**config.mk**
```make
export PLATFORM = sky130hd
export DESIGN_NAME = pmtb_time_base
export DESIGN_NICKNAME = d
export VERILOG_FILES = /design/src/pmtb_pkg.sv /design/src/pmtb_time_base.sv
export SDC_FILE = /design/constraint.sdc
export NUM_CORES = 1
export LEC_CHECK = 0
export ABC_AREA = 1
export BUFFER_PORTS_ARGS = -buffer_cell sky130_fd_sc_hd__buf_2
export CELL_PAD_IN_SITES_DETAIL_PLACEMENT = 0
export CELL_PAD_IN_SITES_GLOBAL_PLACEMENT = 1
export CORE_UTILIZATION = 35
export DETAILED_ROUTE_END_ITERATION = 8
export GPL_TIMING_DRIVEN = 1
export PLACE_DENSITY_LB_ADDON = 0.05
export RECOVER_POWER = 25
export SYNTH_ARGS = -nofsm -noshare
export SYNTH_HDL_FRONTEND = slang
export SYNTH_SLANG_ARGS = --single-unit
```
**constraint.sdc**
```tcl
create_clock -name ref_clk -period 5.7 [get_ports ref_clk]
set_clock_uncertainty 0.05 [all_clocks]
set_input_delay 0.57 -clock ref_clk [delete_from_list [all_inputs] [get_ports ref_clk]]
set_output_delay 0.57 -clock ref_clk [all_outputs]
set_load 0.01 [all_outputs]
```
**src/pmtb_pkg.sv**
```systemverilog
package pmtb_pkg;

    // ************************************************************
    // register map (word index times four gives the byte address)
    // ************************************************************
    localparam logic [3:0] ADDR_TIME_BASE_CONTROL = 4'h0;
    localparam logic [3:0] ADDR_INPUT_CLOCK_PRESCALE = 4'h4;
    localparam logic [3:0] ADDR_PRIMARY_PERIOD = 4'h8;
    localparam logic [3:0] ADDR_SPECIAL_EVENT_COMPARE = 4'hC;

    // ************************************************************
    // time base control fields
    // ************************************************************
    localparam int BIT_MODULE_ENABLE = 15;
    localparam int BIT_IDLE_STOP = 13;
    localparam int BIT_SE_PENDING = 12;
    localparam int BIT_SE_IRQ_ENABLE = 11;
    localparam int BIT_IMMEDIATE_UPDATE = 10;
    localparam int BIT_SYNC_POLARITY = 9;
    localparam int BIT_SYNC_OUT_ENABLE = 8;
    localparam int BIT_EXT_SYNC_ENABLE = 7;
    localparam int POS_SYNC_SOURCE = 4;
    localparam int POS_POSTSCALE = 0;
    // writable bits of the control register; bit 14 and pending bit excluded
    localparam logic [15:0] CONTROL_WRITE_MASK = 16'hAFFF;

    // ************************************************************
    // sync source and prescale codes and reset values
    // ************************************************************
    localparam logic [2:0] SYNC_SRC_PIN = 3'h0;
    localparam logic [2:0] SYNC_SRC_TRIG16 = 3'h2;
    localparam logic [2:0] SYNC_SRC_TRIG17 = 3'h3;
    localparam logic [2:0] PRESCALE_RESERVED = 3'h7;

    localparam logic [15:0] RESET_CONTROL = 16'h0000;
    localparam logic [2:0] RESET_PRESCALE = 3'h0;
    localparam logic [15:0] RESET_PERIOD = 16'hFFF8;
    localparam logic [15:0] RESET_COMPARE = 16'h0000;

endpackage

```
**src/pmtb_time_base.sv**
```systemverilog
`timescale 1ns/1ns

module pmtb_time_base #(
    parameter int DATA_WIDTH = 16,
    parameter int PRESCALE_WIDTH = 6
) (
    // clock and reset
    input wire logic ref_clk,
    input wire logic reset_n,
    // classic wishbone slave
    input wire logic wb_cyc_i,
    input wire logic wb_stb_i,
    input wire logic wb_we_i,
    input wire logic [3:0] wb_adr_i,
    input wire logic [3:0] wb_sel_i,
    input wire logic [31:0] wb_dat_i,
    output logic [31:0] wb_dat_o,
    output logic wb_ack_o,
    output logic wb_err_o,
    // system state
    input wire logic cpuIdle,
    // sync sources
    input wire logic syncInputPin,
    input wire logic trigGenOutput16,
    input wire logic trigGenOutput17,
    // sync output pin
    output logic syncOutputPin,
    output logic syncOutputPinOe,
    // event outputs
    output logic adcTrigger,
    output logic specialEventIrq,
    output logic [DATA_WIDTH-1:0] primaryMasterTimer
);

    // ************************************************************
    // registers
    // ************************************************************
    logic [15:0] control_q;
    logic [2:0] prescaleSel_q;
    logic [DATA_WIDTH-1:0] periodBuffer_q;
    logic [DATA_WIDTH-1:0] periodActive_q;
    logic [DATA_WIDTH-1:0] compare_q;
    logic [DATA_WIDTH-1:0] count_q;
    logic [PRESCALE_WIDTH-1:0] prescaleCnt_q;
    logic [3:0] postCnt_q;
    logic syncIn_q;
    logic pending_q;

    logic enable;
    logic accessReq;
    logic mapped;
    logic wrCtl, wrPre, wrPer, wrCmp;
    logic tick;
    logic wrap;
    logic match;
    logic seEvent;
    logic syncSel;
    logic syncActive;
    logic syncEdge;
    logic [PRESCALE_WIDTH-1:0] prescaleLimit;
    logic [15:0] controlRead;

    assign enable = control_q[pmtb_pkg::BIT_MODULE_ENABLE];

    // ************************************************************
    // wishbone decode
    // ************************************************************
    // ack comes one cycle after the request and falls the next cycle
    assign accessReq = wb_cyc_i && wb_stb_i && !wb_ack_o && !wb_err_o;
    assign mapped = (wb_adr_i == pmtb_pkg::ADDR_TIME_BASE_CONTROL) ||
                    (wb_adr_i == pmtb_pkg::ADDR_INPUT_CLOCK_PRESCALE) ||
                    (wb_adr_i == pmtb_pkg::ADDR_PRIMARY_PERIOD) ||
                    (wb_adr_i == pmtb_pkg::ADDR_SPECIAL_EVENT_COMPARE);
    // registers are at most 16 bits wide, so only the low two lanes matter
    assign wrCtl = accessReq && wb_we_i && (wb_adr_i == pmtb_pkg::ADDR_TIME_BASE_CONTROL);
    assign wrPre = accessReq && wb_we_i && (wb_adr_i == pmtb_pkg::ADDR_INPUT_CLOCK_PRESCALE);
    assign wrPer = accessReq && wb_we_i && (wb_adr_i == pmtb_pkg::ADDR_PRIMARY_PERIOD);
    assign wrCmp = accessReq && wb_we_i && (wb_adr_i == pmtb_pkg::ADDR_SPECIAL_EVENT_COMPARE);

    function automatic logic [15:0] laneMerge(input logic [15:0] old, input logic [31:0] dat,
                                              input logic [3:0] sel);
        logic [15:0] res;
        res = old;
        if (sel[0]) begin
            res[7:0] = dat[7:0];
        end
        if (sel[1]) begin
            res[15:8] = dat[15:8];
        end
        return res;
    endfunction

    always_ff @(posedge ref_clk or negedge reset_n) begin
        if (!reset_n) begin
            wb_ack_o <= 1'b0;
            wb_err_o <= 1'b0;
        end else begin
            wb_ack_o <= accessReq && mapped;
            wb_err_o <= accessReq && !mapped;
        end
    end

    assign controlRead = (control_q & pmtb_pkg::CONTROL_WRITE_MASK) |
                         ({15'h0000, pending_q} << pmtb_pkg::BIT_SE_PENDING);

    always_ff @(posedge ref_clk or negedge reset_n) begin
        if (!reset_n) begin
            wb_dat_o <= 32'h00000000;
        end else if (accessReq && !wb_we_i) begin
            unique case (wb_adr_i)
                pmtb_pkg::ADDR_TIME_BASE_CONTROL: wb_dat_o <= {16'h0000, controlRead};
                pmtb_pkg::ADDR_INPUT_CLOCK_PRESCALE: wb_dat_o <= {29'h00000000, prescaleSel_q};
                pmtb_pkg::ADDR_PRIMARY_PERIOD: wb_dat_o <= {16'h0000, periodBuffer_q};
                pmtb_pkg::ADDR_SPECIAL_EVENT_COMPARE: wb_dat_o <= {16'h0000, compare_q};
                default: wb_dat_o <= 32'h00000000;
            endcase
        end else begin
            wb_dat_o <= 32'h00000000;
        end
    end

    // ************************************************************
    // configuration registers
    // ************************************************************
    always_ff @(posedge ref_clk or negedge reset_n) begin
        if (!reset_n) begin
            control_q <= pmtb_pkg::RESET_CONTROL;
        end else if (wrCtl) begin
            control_q <= laneMerge(control_q, wb_dat_i, wb_sel_i) & pmtb_pkg::CONTROL_WRITE_MASK;
        end
    end

    always_ff @(posedge ref_clk or negedge reset_n) begin
        if (!reset_n) begin
            prescaleSel_q <= pmtb_pkg::RESET_PRESCALE;
        end else if (wrPre && wb_sel_i[0]) begin
            prescaleSel_q <= wb_dat_i[2:0];
        end
    end

    always_ff @(posedge ref_clk or negedge reset_n) begin
        if (!reset_n) begin
            periodBuffer_q <= pmtb_pkg::RESET_PERIOD;
        end else if (wrPer) begin
            periodBuffer_q <= laneMerge(periodBuffer_q, wb_dat_i, wb_sel_i);
        end
    end

    always_ff @(posedge ref_clk or negedge reset_n) begin
        if (!reset_n) begin
            compare_q <= pmtb_pkg::RESET_COMPARE;
        end else if (wrCmp) begin
            compare_q <= laneMerge(compare_q, wb_dat_i, wb_sel_i);
        end
    end

    // ************************************************************
    // prescaler
    // ************************************************************
    // reserved code 111 behaves as divide-by-64
    assign prescaleLimit = (prescaleSel_q == pmtb_pkg::PRESCALE_RESERVED) ?
        {PRESCALE_WIDTH{1'b1}} :
        PRESCALE_WIDTH'((7'h01 << prescaleSel_q) - 7'h01);

    always_ff @(posedge ref_clk or negedge reset_n) begin
        if (!reset_n) begin
            prescaleCnt_q <= '0;
        end else if (!enable) begin
            prescaleCnt_q <= '0;
        end else if (!(cpuIdle && control_q[pmtb_pkg::BIT_IDLE_STOP])) begin
            prescaleCnt_q <= (prescaleCnt_q >= prescaleLimit) ? '0 : prescaleCnt_q + 1'b1;
        end
    end

    assign tick = enable && !(cpuIdle && control_q[pmtb_pkg::BIT_IDLE_STOP]) &&
                  (prescaleCnt_q >= prescaleLimit);

    // ************************************************************
    // external sync
    // ************************************************************
    always_comb begin
        unique case (control_q[pmtb_pkg::POS_SYNC_SOURCE +: 3])
            pmtb_pkg::SYNC_SRC_PIN: syncSel = syncInputPin;
            pmtb_pkg::SYNC_SRC_TRIG16: syncSel = trigGenOutput16;
            pmtb_pkg::SYNC_SRC_TRIG17: syncSel = trigGenOutput17;
            default: syncSel = 1'b0;
        endcase
    end

    // polarity applied before edge detection so either sense gives one pulse
    assign syncActive = syncSel ^ control_q[pmtb_pkg::BIT_SYNC_POLARITY];

    always_ff @(posedge ref_clk or negedge reset_n) begin
        if (!reset_n) begin
            syncIn_q <= 1'b0;
        end else begin
            syncIn_q <= syncActive;
        end
    end

    assign syncEdge = control_q[pmtb_pkg::BIT_EXT_SYNC_ENABLE] && syncActive && !syncIn_q;

    // ************************************************************
    // primary master timer
    // ************************************************************
    assign wrap = tick && (count_q >= periodActive_q);

    always_ff @(posedge ref_clk or negedge reset_n) begin
        if (!reset_n) begin
            count_q <= '0;
        end else if (!enable) begin
            count_q <= '0;
        end else if (syncEdge || wrap) begin
            count_q <= '0;
        end else if (tick) begin
            count_q <= count_q + 1'b1;
        end
    end

    always_ff @(posedge ref_clk or negedge reset_n) begin
        if (!reset_n) begin
            periodActive_q <= pmtb_pkg::RESET_PERIOD;
        end else if (control_q[pmtb_pkg::BIT_IMMEDIATE_UPDATE] || !enable) begin
            periodActive_q <= periodBuffer_q;
        end else if (wrap || syncEdge) begin
            periodActive_q <= periodBuffer_q;
        end
    end

    always_ff @(posedge ref_clk or negedge reset_n) begin
        if (!reset_n) begin
            primaryMasterTimer <= '0;
        end else begin
            primaryMasterTimer <= count_q;
        end
    end

    // ************************************************************
    // special event compare and postscaler
    // ************************************************************
    // one match per count value: qualified by the tick that leaves it
    assign match = enable && tick && (count_q == compare_q);
    assign seEvent = match && (postCnt_q >= control_q[pmtb_pkg::POS_POSTSCALE +: 4]);

    always_ff @(posedge ref_clk or negedge reset_n) begin
        if (!reset_n) begin
            postCnt_q <= 4'h0;
        end else if (!enable) begin
            postCnt_q <= 4'h0;
        end else if (match) begin
            postCnt_q <= seEvent ? 4'h0 : postCnt_q + 4'h1;
        end
    end

    always_ff @(posedge ref_clk or negedge reset_n) begin
        if (!reset_n) begin
            adcTrigger <= 1'b0;
        end else begin
            adcTrigger <= seEvent;
        end
    end

    // pending follows the interrupt enable: clearing that enable clears it, a new event wins
    always_ff @(posedge ref_clk or negedge reset_n) begin
        if (!reset_n) begin
            pending_q <= 1'b0;
        end else if (seEvent && control_q[pmtb_pkg::BIT_SE_IRQ_ENABLE]) begin
            pending_q <= 1'b1;
        end else if (!control_q[pmtb_pkg::BIT_SE_IRQ_ENABLE]) begin
            pending_q <= 1'b0;
        end
    end

    always_ff @(posedge ref_clk or negedge reset_n) begin
        if (!reset_n) begin
            specialEventIrq <= 1'b0;
        end else begin
            specialEventIrq <= seEvent && control_q[pmtb_pkg::BIT_SE_IRQ_ENABLE];
        end
    end

    // ************************************************************
    // sync output
    // ************************************************************
    always_ff @(posedge ref_clk or negedge reset_n) begin
        if (!reset_n) begin
            syncOutputPin <= 1'b0;
            syncOutputPinOe <= 1'b0;
        end else begin
            syncOutputPinOe <= control_q[pmtb_pkg::BIT_SYNC_OUT_ENABLE];
            syncOutputPin <= (enable && control_q[pmtb_pkg::BIT_SYNC_OUT_ENABLE] && wrap) ^
                             control_q[pmtb_pkg::BIT_SYNC_POLARITY];
        end
    end

endmodule

```
==> metrics.yaml, run 1 <==
outcome:
  status: "complete, no violations"
floorplanning:
  core_area_um2: 18700
  rows: 50
  io_pins: 103
  die_x_um: 140
  start_util_pct: 35.8
  die_area_um2: 19700
  die_height_um: 140
cts:
  clk_latency_ns: 0.43
  cts_setup_buffers: 0
  clk_path_buf_depth: 2
  clkSinkCount: 131
  cts_buffers: 17
  ctsHoldBuffers: 0
  cts_resized: 0
  cts_tree: "yes"
  clkTransAtPathRegs_ns: 0.06
  clockRootBuffer: "clkbuf_16"
  cts_max_level: 4
synth:
  yosysUniqueCellTypes: 41
  seq_area_frac_synth_pct: 49.4
  ys_warn_count: 0
  synth.avg_cell_area_um2: 8.42
  ys_ff_latch: 131
  ys_async_sr_fraction_pct: 100
  synthCells: 795
  synth_area_um2: 6700
  ys.flop_type: "dfrtp_1"
  synth-edff-count: 0
setup_path:
  cpLargestDelayFamily: "simple AND/OR/NAND/NOR gates"
  startpoint_type: "flop"
  r2r-start: "prescaleSel_q[1]"
  path_common_cell: "nand2_1"
  path_class: "reg -> reg"
  cp_max_fo: 27
  startpoint: "prescaleSel_q[1]"
  cp.required_ns: 6.00
  path_cells: "nor2_1 > nand2_1 > ha_1 > o21ai_0 > nand2_1 > nand2_1 > nand2_1 > nand2_2 > inv_1 > nand2_4 > nand2_1 > nor2_1"
  max_stage_delay_ns: 0.45
  endpoint_kind: "flop"
  arrival_ns: 2.75
  crit_buf_inv: 1
  crit_path_top_delay_cell: "dfrtp_1"
pwr:
  total_power_mw: 2.36
  p_int_mw: 1.72
  p_leak_nw: 4.12
  combPwrFrac_pct: 9.1
  p_sw_share_pct: 27.2
  p_sw_uw: 641
  seqPwrFrac_pct: 43.2
  power_density_nw_per_um2: 303
  max-vdd-ir-drop_mv: 0.189
  clkPwrFrac_pct: 47.7
placed_design:
  port_buffers: 68
  gp_congestion: 0.759
  hpwl_um: 12200
  placed_cells: 1077
  postPlaceCellArea_um2: 7170
global_routing:
  grt_pass1_wl_um: 28000
  grt.overflow.total: 0
  grt_pass1_vias: 5185
  grt_max_degree: 67
  antenna_found_initial: 0
  grt_util_all_layers_pct: 18.8
finish:
  syn2layout_area_growth_pct: 16.1
  antenna_cells: 0
  fin_cells: 1109
  layout.nets: 940
  fill_cells: 1878
  postLayoutCellArea_um2: 7780
  drive_gt1_share_pct: 16.9
detailed_routing:
  first_pass_iters: 5
  via_count: 5258
  ant_nets: 0
  drc: 0
  wirelength_um: 17100
  drt-initial-drc-count: 267
  vias_per_cell: 4.74
  drt-wirelength-per-cell_um: 15.4
sta:
  rsz0062_at_grt: "false"
  layout_min_cycle_time_ns: 2.45
  slew_viol_final: 0
  hold_viol: 0
  setup-violations-final: 0
  worst_pin_slew_ns: 0.939
  finalCritPeriodShare_pct: 42.9
  setup_tns_ns: 0
  slew_headroom_pct: 37.1
  fmax_mhz: 409
worst_hold_path:
  worstHoldPathType: "in -> async"
flow_run:
  maxCapViolCount: 0
[cells in the final DEF (no fill, tap or decap), types with 16 or more instances in the layout]
| cell type | instances |
|---|---|
| nor2_1 | 51 |
| nand2_1 | 234 |
| nand3_1 | 32 |
| xor2_1 | 24 |
| buf_2 | 67 |
| ha_1 | 29 |
| conb_1 | 16 |
| dfstp_2 | 26 |
| clkbuf_16 | 17 |
| dfrtp_1 | 105 |
| nand4_1 | 29 |
| o21ai_0 | 54 |
| inv_1 | 104 |
[per-stage QoR]
| step | hold slack (ns) | utilization [%] | worst slack [ns] |
|---|---|---|---|
| after detailed placement | 0.409 | 38.3 | 3.21 |
| after CTS | 0.102 | 41.6 | 3.19 |
| after global routing | 0.124 | 41.6 | 2.98 |
| final | 0.0870 | 41.6 | 3.25 |
| after global placement | 0.413 | 38.3 | 3.22 |
| after floorplan | 0.224 | - | 3.81 |
[final timing paths]
kind / endpoint / depth (start not counted) / slack, ns
worst max-delay path: count_q[2] / 12 / 3.25
worst min-delay path: primaryMasterTimer[1] / 1 / 0.09
worst max register to register: count_q[2] / 12 / 3.25
min in group ref_clk: periodBuffer_q[12] / 3 / 0.34
max in group asynchronous: wb_ack_o / 2 / 4.20
worst min register to register: syncOutputPinOe / 0 / 0.42
[Yosys cell counts, types with 3 or more instances]
library cell | count | area (um2)
o22ai_1 | 3 | 18.8
nor2_1 | 51 | 191
nand4_1 | 29 | 181
buf_2 | 5 | 25.0
nand2_1 | 234 | 878
a21oi_1 | 13 | 65.1
buf_4 | 20 | 150
o211ai_1 | 9 | 67.6
o21ai_1 | 3 | 15.0
xor2_1 | 24 | 210
dfstp_2 | 26 | 683
nor2_2 | 4 | 25.0
nand3_4 | 3 | 52.6
ha_1 | 29 | 363
inv_1 | 104 | 390
o21ai_0 | 54 | 270
nor3_1 | 7 | 35.0
dfrtp_1 | 105 | 2630
clkbuf_1 | 9 | 33.8
nand3_1 | 32 | 160
a221oi_1 | 3 | 26.3
nand2_2 | 3 | 18.8
[routing by layer]
metal / wire [um] / vias to the layer above / track usage, %
met4: 129 / 0 / 4.74
met3: 630 / 11 / 3.93
li1: - / 2642 / -
met1: 8440 / 2484 / 26.0
met2: 7920 / 121 / 29.9
met5: 0 / - / 0
[layout make-up]
| cell class | instances | area [um2] | area share (%) |
|---|---|---|---|
| Sequential cell | 131 | 3310 | 42.6 |
| Multi-Input combinational cell | 533 | 2790 | 35.9 |
| Clock buffer | 18 | 439 | 5.65 |
| Inverter | 109 | 412 | 5.29 |
| Timing Repair Buffer | 70 | 362 | 4.65 |
| Tap cell | 234 | 293 | 3.77 |
| Clock inverter | 14 | 168 | 2.16 |
[kinds of logic (layout without fill, tap and decap cells)]
family                   Yosys count  count (layout)  share of synthesized area [%]
XOR/XNOR                          25              25                           3.27
adder cells (fa/ha/maj)           29              29                           5.42
AO/OA/AOI/OAI                     92              92                           7.79
other                              1              16                         0.0560
AND/OR/NAND/NOR                  371             371                           24.3
flip-flops                       131             131                           49.4
buffers and inverters            146             211                           9.68
[flip-flops by register name, indices dropped and copies added (netlist names)]
name and cells:
pending_q 1, prescaleCnt_q 6, prescaleSel_q 3, specialEventIrq 1, primaryMasterTimer 16, periodActive_q 16, wb_err_o 1, syncOutputPinOe 1
periodBuffer_q 16, syncOutputPin 1, count_q 16, postCnt_q 4, adcTrigger 1, wb_ack_o 1, compare_q 16, syncIn_q 1
control_q 14, wb_dat_o 16
[power by group through the flow]
| stage | Sequential, mW | Combinational (mW) | Clock (mW) |
|---|---|---|---|
| after floorplan | 1.02 | 0.153 | 0 |
| after global placement | 1.03 | 0.216 | 0 |
| after detailed placement | 1.03 | 0.219 | 0 |
| after CTS | 1.02 | 0.220 | 1.15 |
| after global routing | 1.02 | 0.249 | 1.19 |
| final | 1.02 | 0.215 | 1.12 |
[worst register-to-register path: cells and delay by family, from the launching register on]
kind	cells	cell delay, ns
flip-flops	1	0.45
buffers and inverters	1	0.11
AND/OR/NAND/NOR	9	1.33
adder cells (fa/ha/maj)	1	0.27
AO/OA/AOI/OAI	1	0.15
(Power assumes the default switching activity.)
==> run 2: changes to the inputs <==
clock period = 2.2 ns   (was 5.7 ns; I/O delays follow)
==> metrics.yaml, run 2 (synthesis results as in run 1) <==
flow_run:
  maxCapViolCount: 0  # unchanged
detailed_routing:
  top_layer_used: "met4"
  first_pass_iters: 5  # unchanged
  dr_wl_met2_um: 8460  # +6.9%
  drt-wirelength-per-cell_um: 15.4  # about the same
  via_count: 5417  # +3.0%
  wirelength_um: 17800  # +3.9%
  vias_per_cell: 4.70  # -0.91%
  drt-initial-drc-count: 242  # -9.4%
  ant_nets: 0  # unchanged
  met3_length_um: 727  # +15%
  wirelength_met1_um: 8440  # about the same
  drc: 0  # unchanged
sta:
  worst_pin_slew_ns: 1.27  # +0.335 ns
  rsz0062_at_grt: "true"
  hold_viol: 0  # unchanged
  slew_viol_final: 0  # unchanged
  finalCritPeriodShare_pct: 92.9  # +50 points
  slew_headroom_pct: 15.0  # -22 points
  setup_slack_ns: 0.156  # -3.10 ns
  fmax_mhz: 489  # +20%
  layout_min_cycle_time_ns: 2.04  # -0.404 ns
  setup-violations-final: 0  # unchanged
setup_path:
  crit_path_top_delay_cell: "dfstp_2"
  path_cells: "inv_1 > ha_1 > nand2_1 > inv_1 > nand2_1 > nand2_1 > nand2_1 > nand2_1 > nand2_1 > nand2_2 > nand2_4 > buf_4 > o21ai_0 > nand2_1"
  max_stage_delay_ns: 0.53  # +0.08 ns
  path_class: "reg -> reg"
  startpoint_type: "flop"
  crit_buf_inv: 3  # +2
  endpoint_kind: "flop"
  cpLargestDelayFamily: "simple AND/OR/NAND/NOR gates"
  cp.required_ns: 2.46  # -3.54 ns
  cp_num_cells: 14  # +2
  path_common_cell: "nand2_1"
  arrival_ns: 2.30  # -0.45 ns
  cp_max_fo: 6  # -78%
  reg2regPathDepth: 14  # +2
placed_design:
  hpwl_um: 13300  # +8.6%
  pre_cts_slack_ns: -0.0199  # -3.23 ns
  port_buffers: 68  # unchanged
  gp_congestion: 0.795  # +4.7%
worst_hold_path:
  holdPathStages: 3
  worstHoldPathType: "in -> reg"
pwr:
  total_power_mw: 6.42  # +170%
  max-vdd-ir-drop_mv: 0.537  # +180%
  power_density_nw_per_um2: 785  # +160%
  p_leak_nw: 4.33  # +5.0%
global_routing:
  grt_pass1_vias: 5352  # +3.2%
  grt_max_degree: 49  # -27%
  grt_pass1_wl_um: 28600  # +2.4%
  grt.overflow.total: 0  # unchanged
  antenna_found_initial: 0  # unchanged
  grt_util_all_layers_pct: 19.3  # +0.54 points
outcome:
  status: "complete, no violations"
floorplanning:
  die_x_um: 140  # unchanged
  die_height_um: 140  # unchanged
  die_area_um2: 19700  # unchanged
  core_area_um2: 18700  # unchanged
  rows: 50  # unchanged
  io_pins: 103  # unchanged
  start_util_pct: 35.8  # unchanged
cts:
  clk_path_buf_depth: 2  # unchanged
  cts_max_level: 4  # unchanged
  clkSinkCount: 131  # unchanged
  cts_buffers: 17  # unchanged
  clockRootBuffer: "clkbuf_16"
  clk_latency_ns: 0.42  # about the same
  cts_tree: "yes"
  clkTransAtPathRegs_ns: 0.06  # about the same
finish:
  layout.nets: 984  # +4.7%
  antenna_cells: 0  # unchanged
  fill_cells: 1885  # +0.37%
  drive_gt1_share_pct: 20.0  # +3.1 points
  syn2layout_area_growth_pct: 22.1
  final_common_cell: "nand2_1"
  layout_common_cells: "231 x nand2_1, 103 x inv_1, 103 x dfrtp_1"
-- run 2: through the flow --
step                utilization, %  cell area [um2]  hold WS [ns]    TNS (ns)  instances
floorplan                        -             6750        -0.126           0        810
global placement              40.0             7490         0.134           0       1116
detailed placement            40.0             7490         0.135     -0.0199       1116
CTS                           43.7             8170      0.000254           0       1151
global route                  43.7             8180        0.0228  -0.0000930       1153
finish                        43.7             8180        0.0118           0       1153
-- run 2: area by class of cell --
| class | count | area [um2] | share of cell area (%) |
|---|---|---|---|
| repair buffers | 113 | 682 | 8.34 |
| inverters | 109 | 412 | 5.04 |
| clock buffers | 19 | 443 | 5.42 |
| flip-flops and latches | 131 | 3310 | 40.5 |
| well taps | 234 | 293 | 3.58 |
| multi-input cells | 534 | 2830 | 34.6 |
| clock inverters | 13 | 206 | 2.53 |
-- run 2: per-layer routing --
metal / vias up / track usage, %
li1: 2740 / -
met1: 2572 / 25.6
met2: 89 / 32.0
met3: 16 / 3.93
met4: 0 / 5.21
met5: - / 0
-- run 2: power breakdown --
part           total (mW)  switching (mW)  internal [mW]  leakage, nW
Combinational       0.645           0.416          0.229         2.30
Sequential           2.63          0.0918           2.54         1.72
Clock                3.14            1.10           2.04        0.313
-- run 2: worst paths after layout --
path                                   start                    end  slack (ns)
max in group asynchronous            reset_n       prescaleSel_q[2]        0.54
setup reg to reg           periodActive_q[3]          syncOutputPin        0.16
hold reg to reg                 control_q[8]        syncOutputPinOe        0.42
hold / removal                  wb_dat_i[10]     periodBuffer_q[10]        0.01
setup / recovery           periodActive_q[3]          syncOutputPin        0.16
min in group asynchronous            reset_n  primaryMasterTimer[0]        0.55
-- run 2: timing repair --
item,4_1_cts,5_1_grt
resized for setup,2,16
hold buffers,3,0
setup endpoints to repair,16,36
setup buffers,0,1
pin swaps,0,4
hold endpoints to repair,30,0
cloned,0,1
-- run 2: tightest hold or removal path, delay by kind of cell --
kind | cells | cell delay [ns]
AO/OA/AOI/OAI | 1 | 0.09
buffers and inverters | 2 | 0.16
==> run 3: changes to the inputs <==
CORE_MARGIN = 4   (was unset)
MAX_ROUTING_LAYER = met4   (was unset)
==> metrics.yaml, run 3 (synthesis results as in run 1) <==
floorplanning:
  die_height_um: 146  # +4.3%
  core_area_um2: 18800  # +0.33%
  rows: 50  # unchanged
  io_pins: 103  # unchanged
  die_x_um: 146  # +4.3%
  die_area_um2: 21400  # +8.7%
  start_util_pct: 35.7  # -0.12 points
detailed_routing:
  via_count: 5419  # +0.037%
  drt-initial-drc-count: 293  # +21%
  drt-wirelength-per-cell_um: 15.6  # +1.4%
  first_pass_iters: 5  # unchanged
  drc: 0  # unchanged
  vias_per_cell: 4.68  # -0.31%
  ant_nets: 0  # unchanged
  wirelength_um: 18100  # +1.7%
finish:
  fin_cells: 1157  # +0.35%
  drive_gt1_share_pct: 20.8  # +0.78 points
  fill_cells: 1924  # +2.1%
  layout_common_cells: "228 x nand2_1, 104 x dfrtp_1, 102 x inv_1"
  final_common_cell: "nand2_1"
  layout.nets: 988  # +0.41%
  syn2layout_area_growth_pct: 22.3
  antenna_cells: 0  # unchanged
global_routing:
  grt_pass1_vias: 5363  # +0.21%
  grt.overflow.total: 0  # unchanged
  grt_util_all_layers_pct: 17.7  # -1.7 points
  grt_max_degree: 49  # unchanged
  grt_pass1_wl_um: 29000  # +1.3%
  antenna_found_initial: 0  # unchanged
pwr:
  p_sw_share_pct: 26.3  # +1.2 points
  max-vdd-ir-drop_mv: 0.547  # +1.9%
  p_leak_nw: 4.31  # -0.40%
  clkPwrFrac_pct: 44.8  # -4.1 points
  p_int_mw: 4.42  # -8.1%
  power_density_nw_per_um2: 732  # -6.8%
  p_sw_mw: 1.57  # -2.2%
  seqPwrFrac_pct: 43.9  # +2.9 points
  combPwrFrac_pct: 11.3  # +1.3 points
  total_power_mw: 5.99  # -6.6%
sta:
  fmax_mhz: 481  # -1.7%
  setup_slack_ns: 0.121  # -0.0351 ns
  fin_hold_ws_ns: 0.0160  # +0.00413 ns
  slew_headroom_pct: 13.7  # -1.3 points
  layout_min_cycle_time_ns: 2.08  # +0.0351 ns
  hold_viol: 0  # unchanged
  slew_viol_final: 0  # unchanged
  setup-violations-final: 0  # unchanged
  setup_tns_ns: 0  # unchanged
  worst_pin_slew_ns: 1.29  # +0.0196 ns
  finalCritPeriodShare_pct: 94.5  # +1.6 points
cts:
  clk_latency_ns: 0.42  # about the same
  cts_max_level: 4  # unchanged
  cts_buffers: 17  # unchanged
  clockRootBuffer: "clkbuf_16"
  clkTransAtPathRegs_ns: 0.06  # about the same
  cts_tree: "yes"
  clk_path_buf_depth: 2  # unchanged
  clkSinkCount: 131  # unchanged
setup_path:
  max_stage_delay_ns: 0.53  # about the same
  cp_max_fo: 16  # +10
  path_common_cell: "nand2_1"
  crit_path_top_delay_cell: "dfstp_2"
  endpoint_kind: "flop"
  path_cells: "inv_1 > ha_4 > nand2_1 > inv_1 > nand2_2 > nor2_2 > nor2_1 > nand2_1 > nand2_1 > nand2_2 > nand2_4 > buf_8 > nand4_1 > nand2_1"
  cp.required_ns: 2.45  # about the same
  path_class: "reg -> reg"
  startpoint_type: "flop"
  arrival_ns: 2.33  # +0.03 ns
placed_design:
  hpwl_um: 13200  # -0.37%
  port_buffers: 68  # unchanged
  placed_cells: 1117  # +0.090%
  gp_congestion: 0.802  # +0.86%
  pre_cts_slack_ns: 0.0544  # +0.0743 ns
flow_run:
  maxCapViolCount: 0  # unchanged
worst_hold_path:
  worstHoldPathType: "in -> reg"
outcome:
  status: "complete, no violations"
[run 3: final timing paths]
kind / start / end / slack (ns) / depth (start not counted)
max reg2reg: periodActive_q[7] / periodActive_q[0] / 0.12 / 14
max: periodActive_q[7] / periodActive_q[0] / 0.12 / 14
min reg2reg: control_q[8] / syncOutputPinOe / 0.41 / 0
max in group asynchronous: reset_n / periodActive_q[12] / 0.33 / 3
min: wb_adr_i[0] / wb_err_o / 0.02 / 3
min in group asynchronous: reset_n / primaryMasterTimer[2] / 0.57 / 2
[run 3: cell type report]
cell class | count | area, um2 | area share (%)
clock buffers | 22 | 474 | 5.79
clock inverters | 10 | 82.6 | 1.01
inverters | 109 | 412 | 5.03
multi-input cells | 534 | 2890 | 35.2
flip-flops and latches | 131 | 3310 | 40.4
well taps | 234 | 293 | 3.58
repair buffers | 117 | 729 | 8.91
[run 3: routing by layer]
metal / track usage [%] / share of wire, % / up-vias
met5: - / 0 / -
met4: 4.56 / 0.94 / 0
met3: 3.26 / 3.8 / 13
met2: 26.6 / 47 / 119
met1: 24.7 / 48 / 2549
li1: - / - / 2738
[run 3: power by group through the flow]
stage	clock network (mW)	registers, mW	logic (mW)
2_1_floorplan	0	2.64	0.397
3_3_place_gp	0	2.67	0.626
3_5_place_dp	0	2.67	0.636
4_1_cts	2.76	2.63	0.644
5_1_grt	2.89	2.65	0.770
6_report	2.69	2.63	0.675
[run 3: critical path: cells and delay by family, from the launching register on]
family                   cells  cell delay, ns
AND/OR/NAND/NOR             10            0.78
buffers and inverters        3            0.32
flip-flops                   1            0.53
adder cells (fa/ha/maj)      1            0.27
[run 3: metrics by stage]
stage	util (%)	instance area (um2)
2_1_floorplan	-	6750
3_3_place_gp	40.0	7510
3_5_place_dp	40.0	7510
4_1_cts	43.2	8100
5_1_grt	43.6	8190
6_report	43.6	8190
[run 3: timing repair]
item / in CTS / in global routing
setup endpoints to repair: 0 / 33
buffers inserted: 0 / 1
hold endpoints to repair: 42 / 0
resized for setup: 0 / 24
hold buffers: 4 / 0
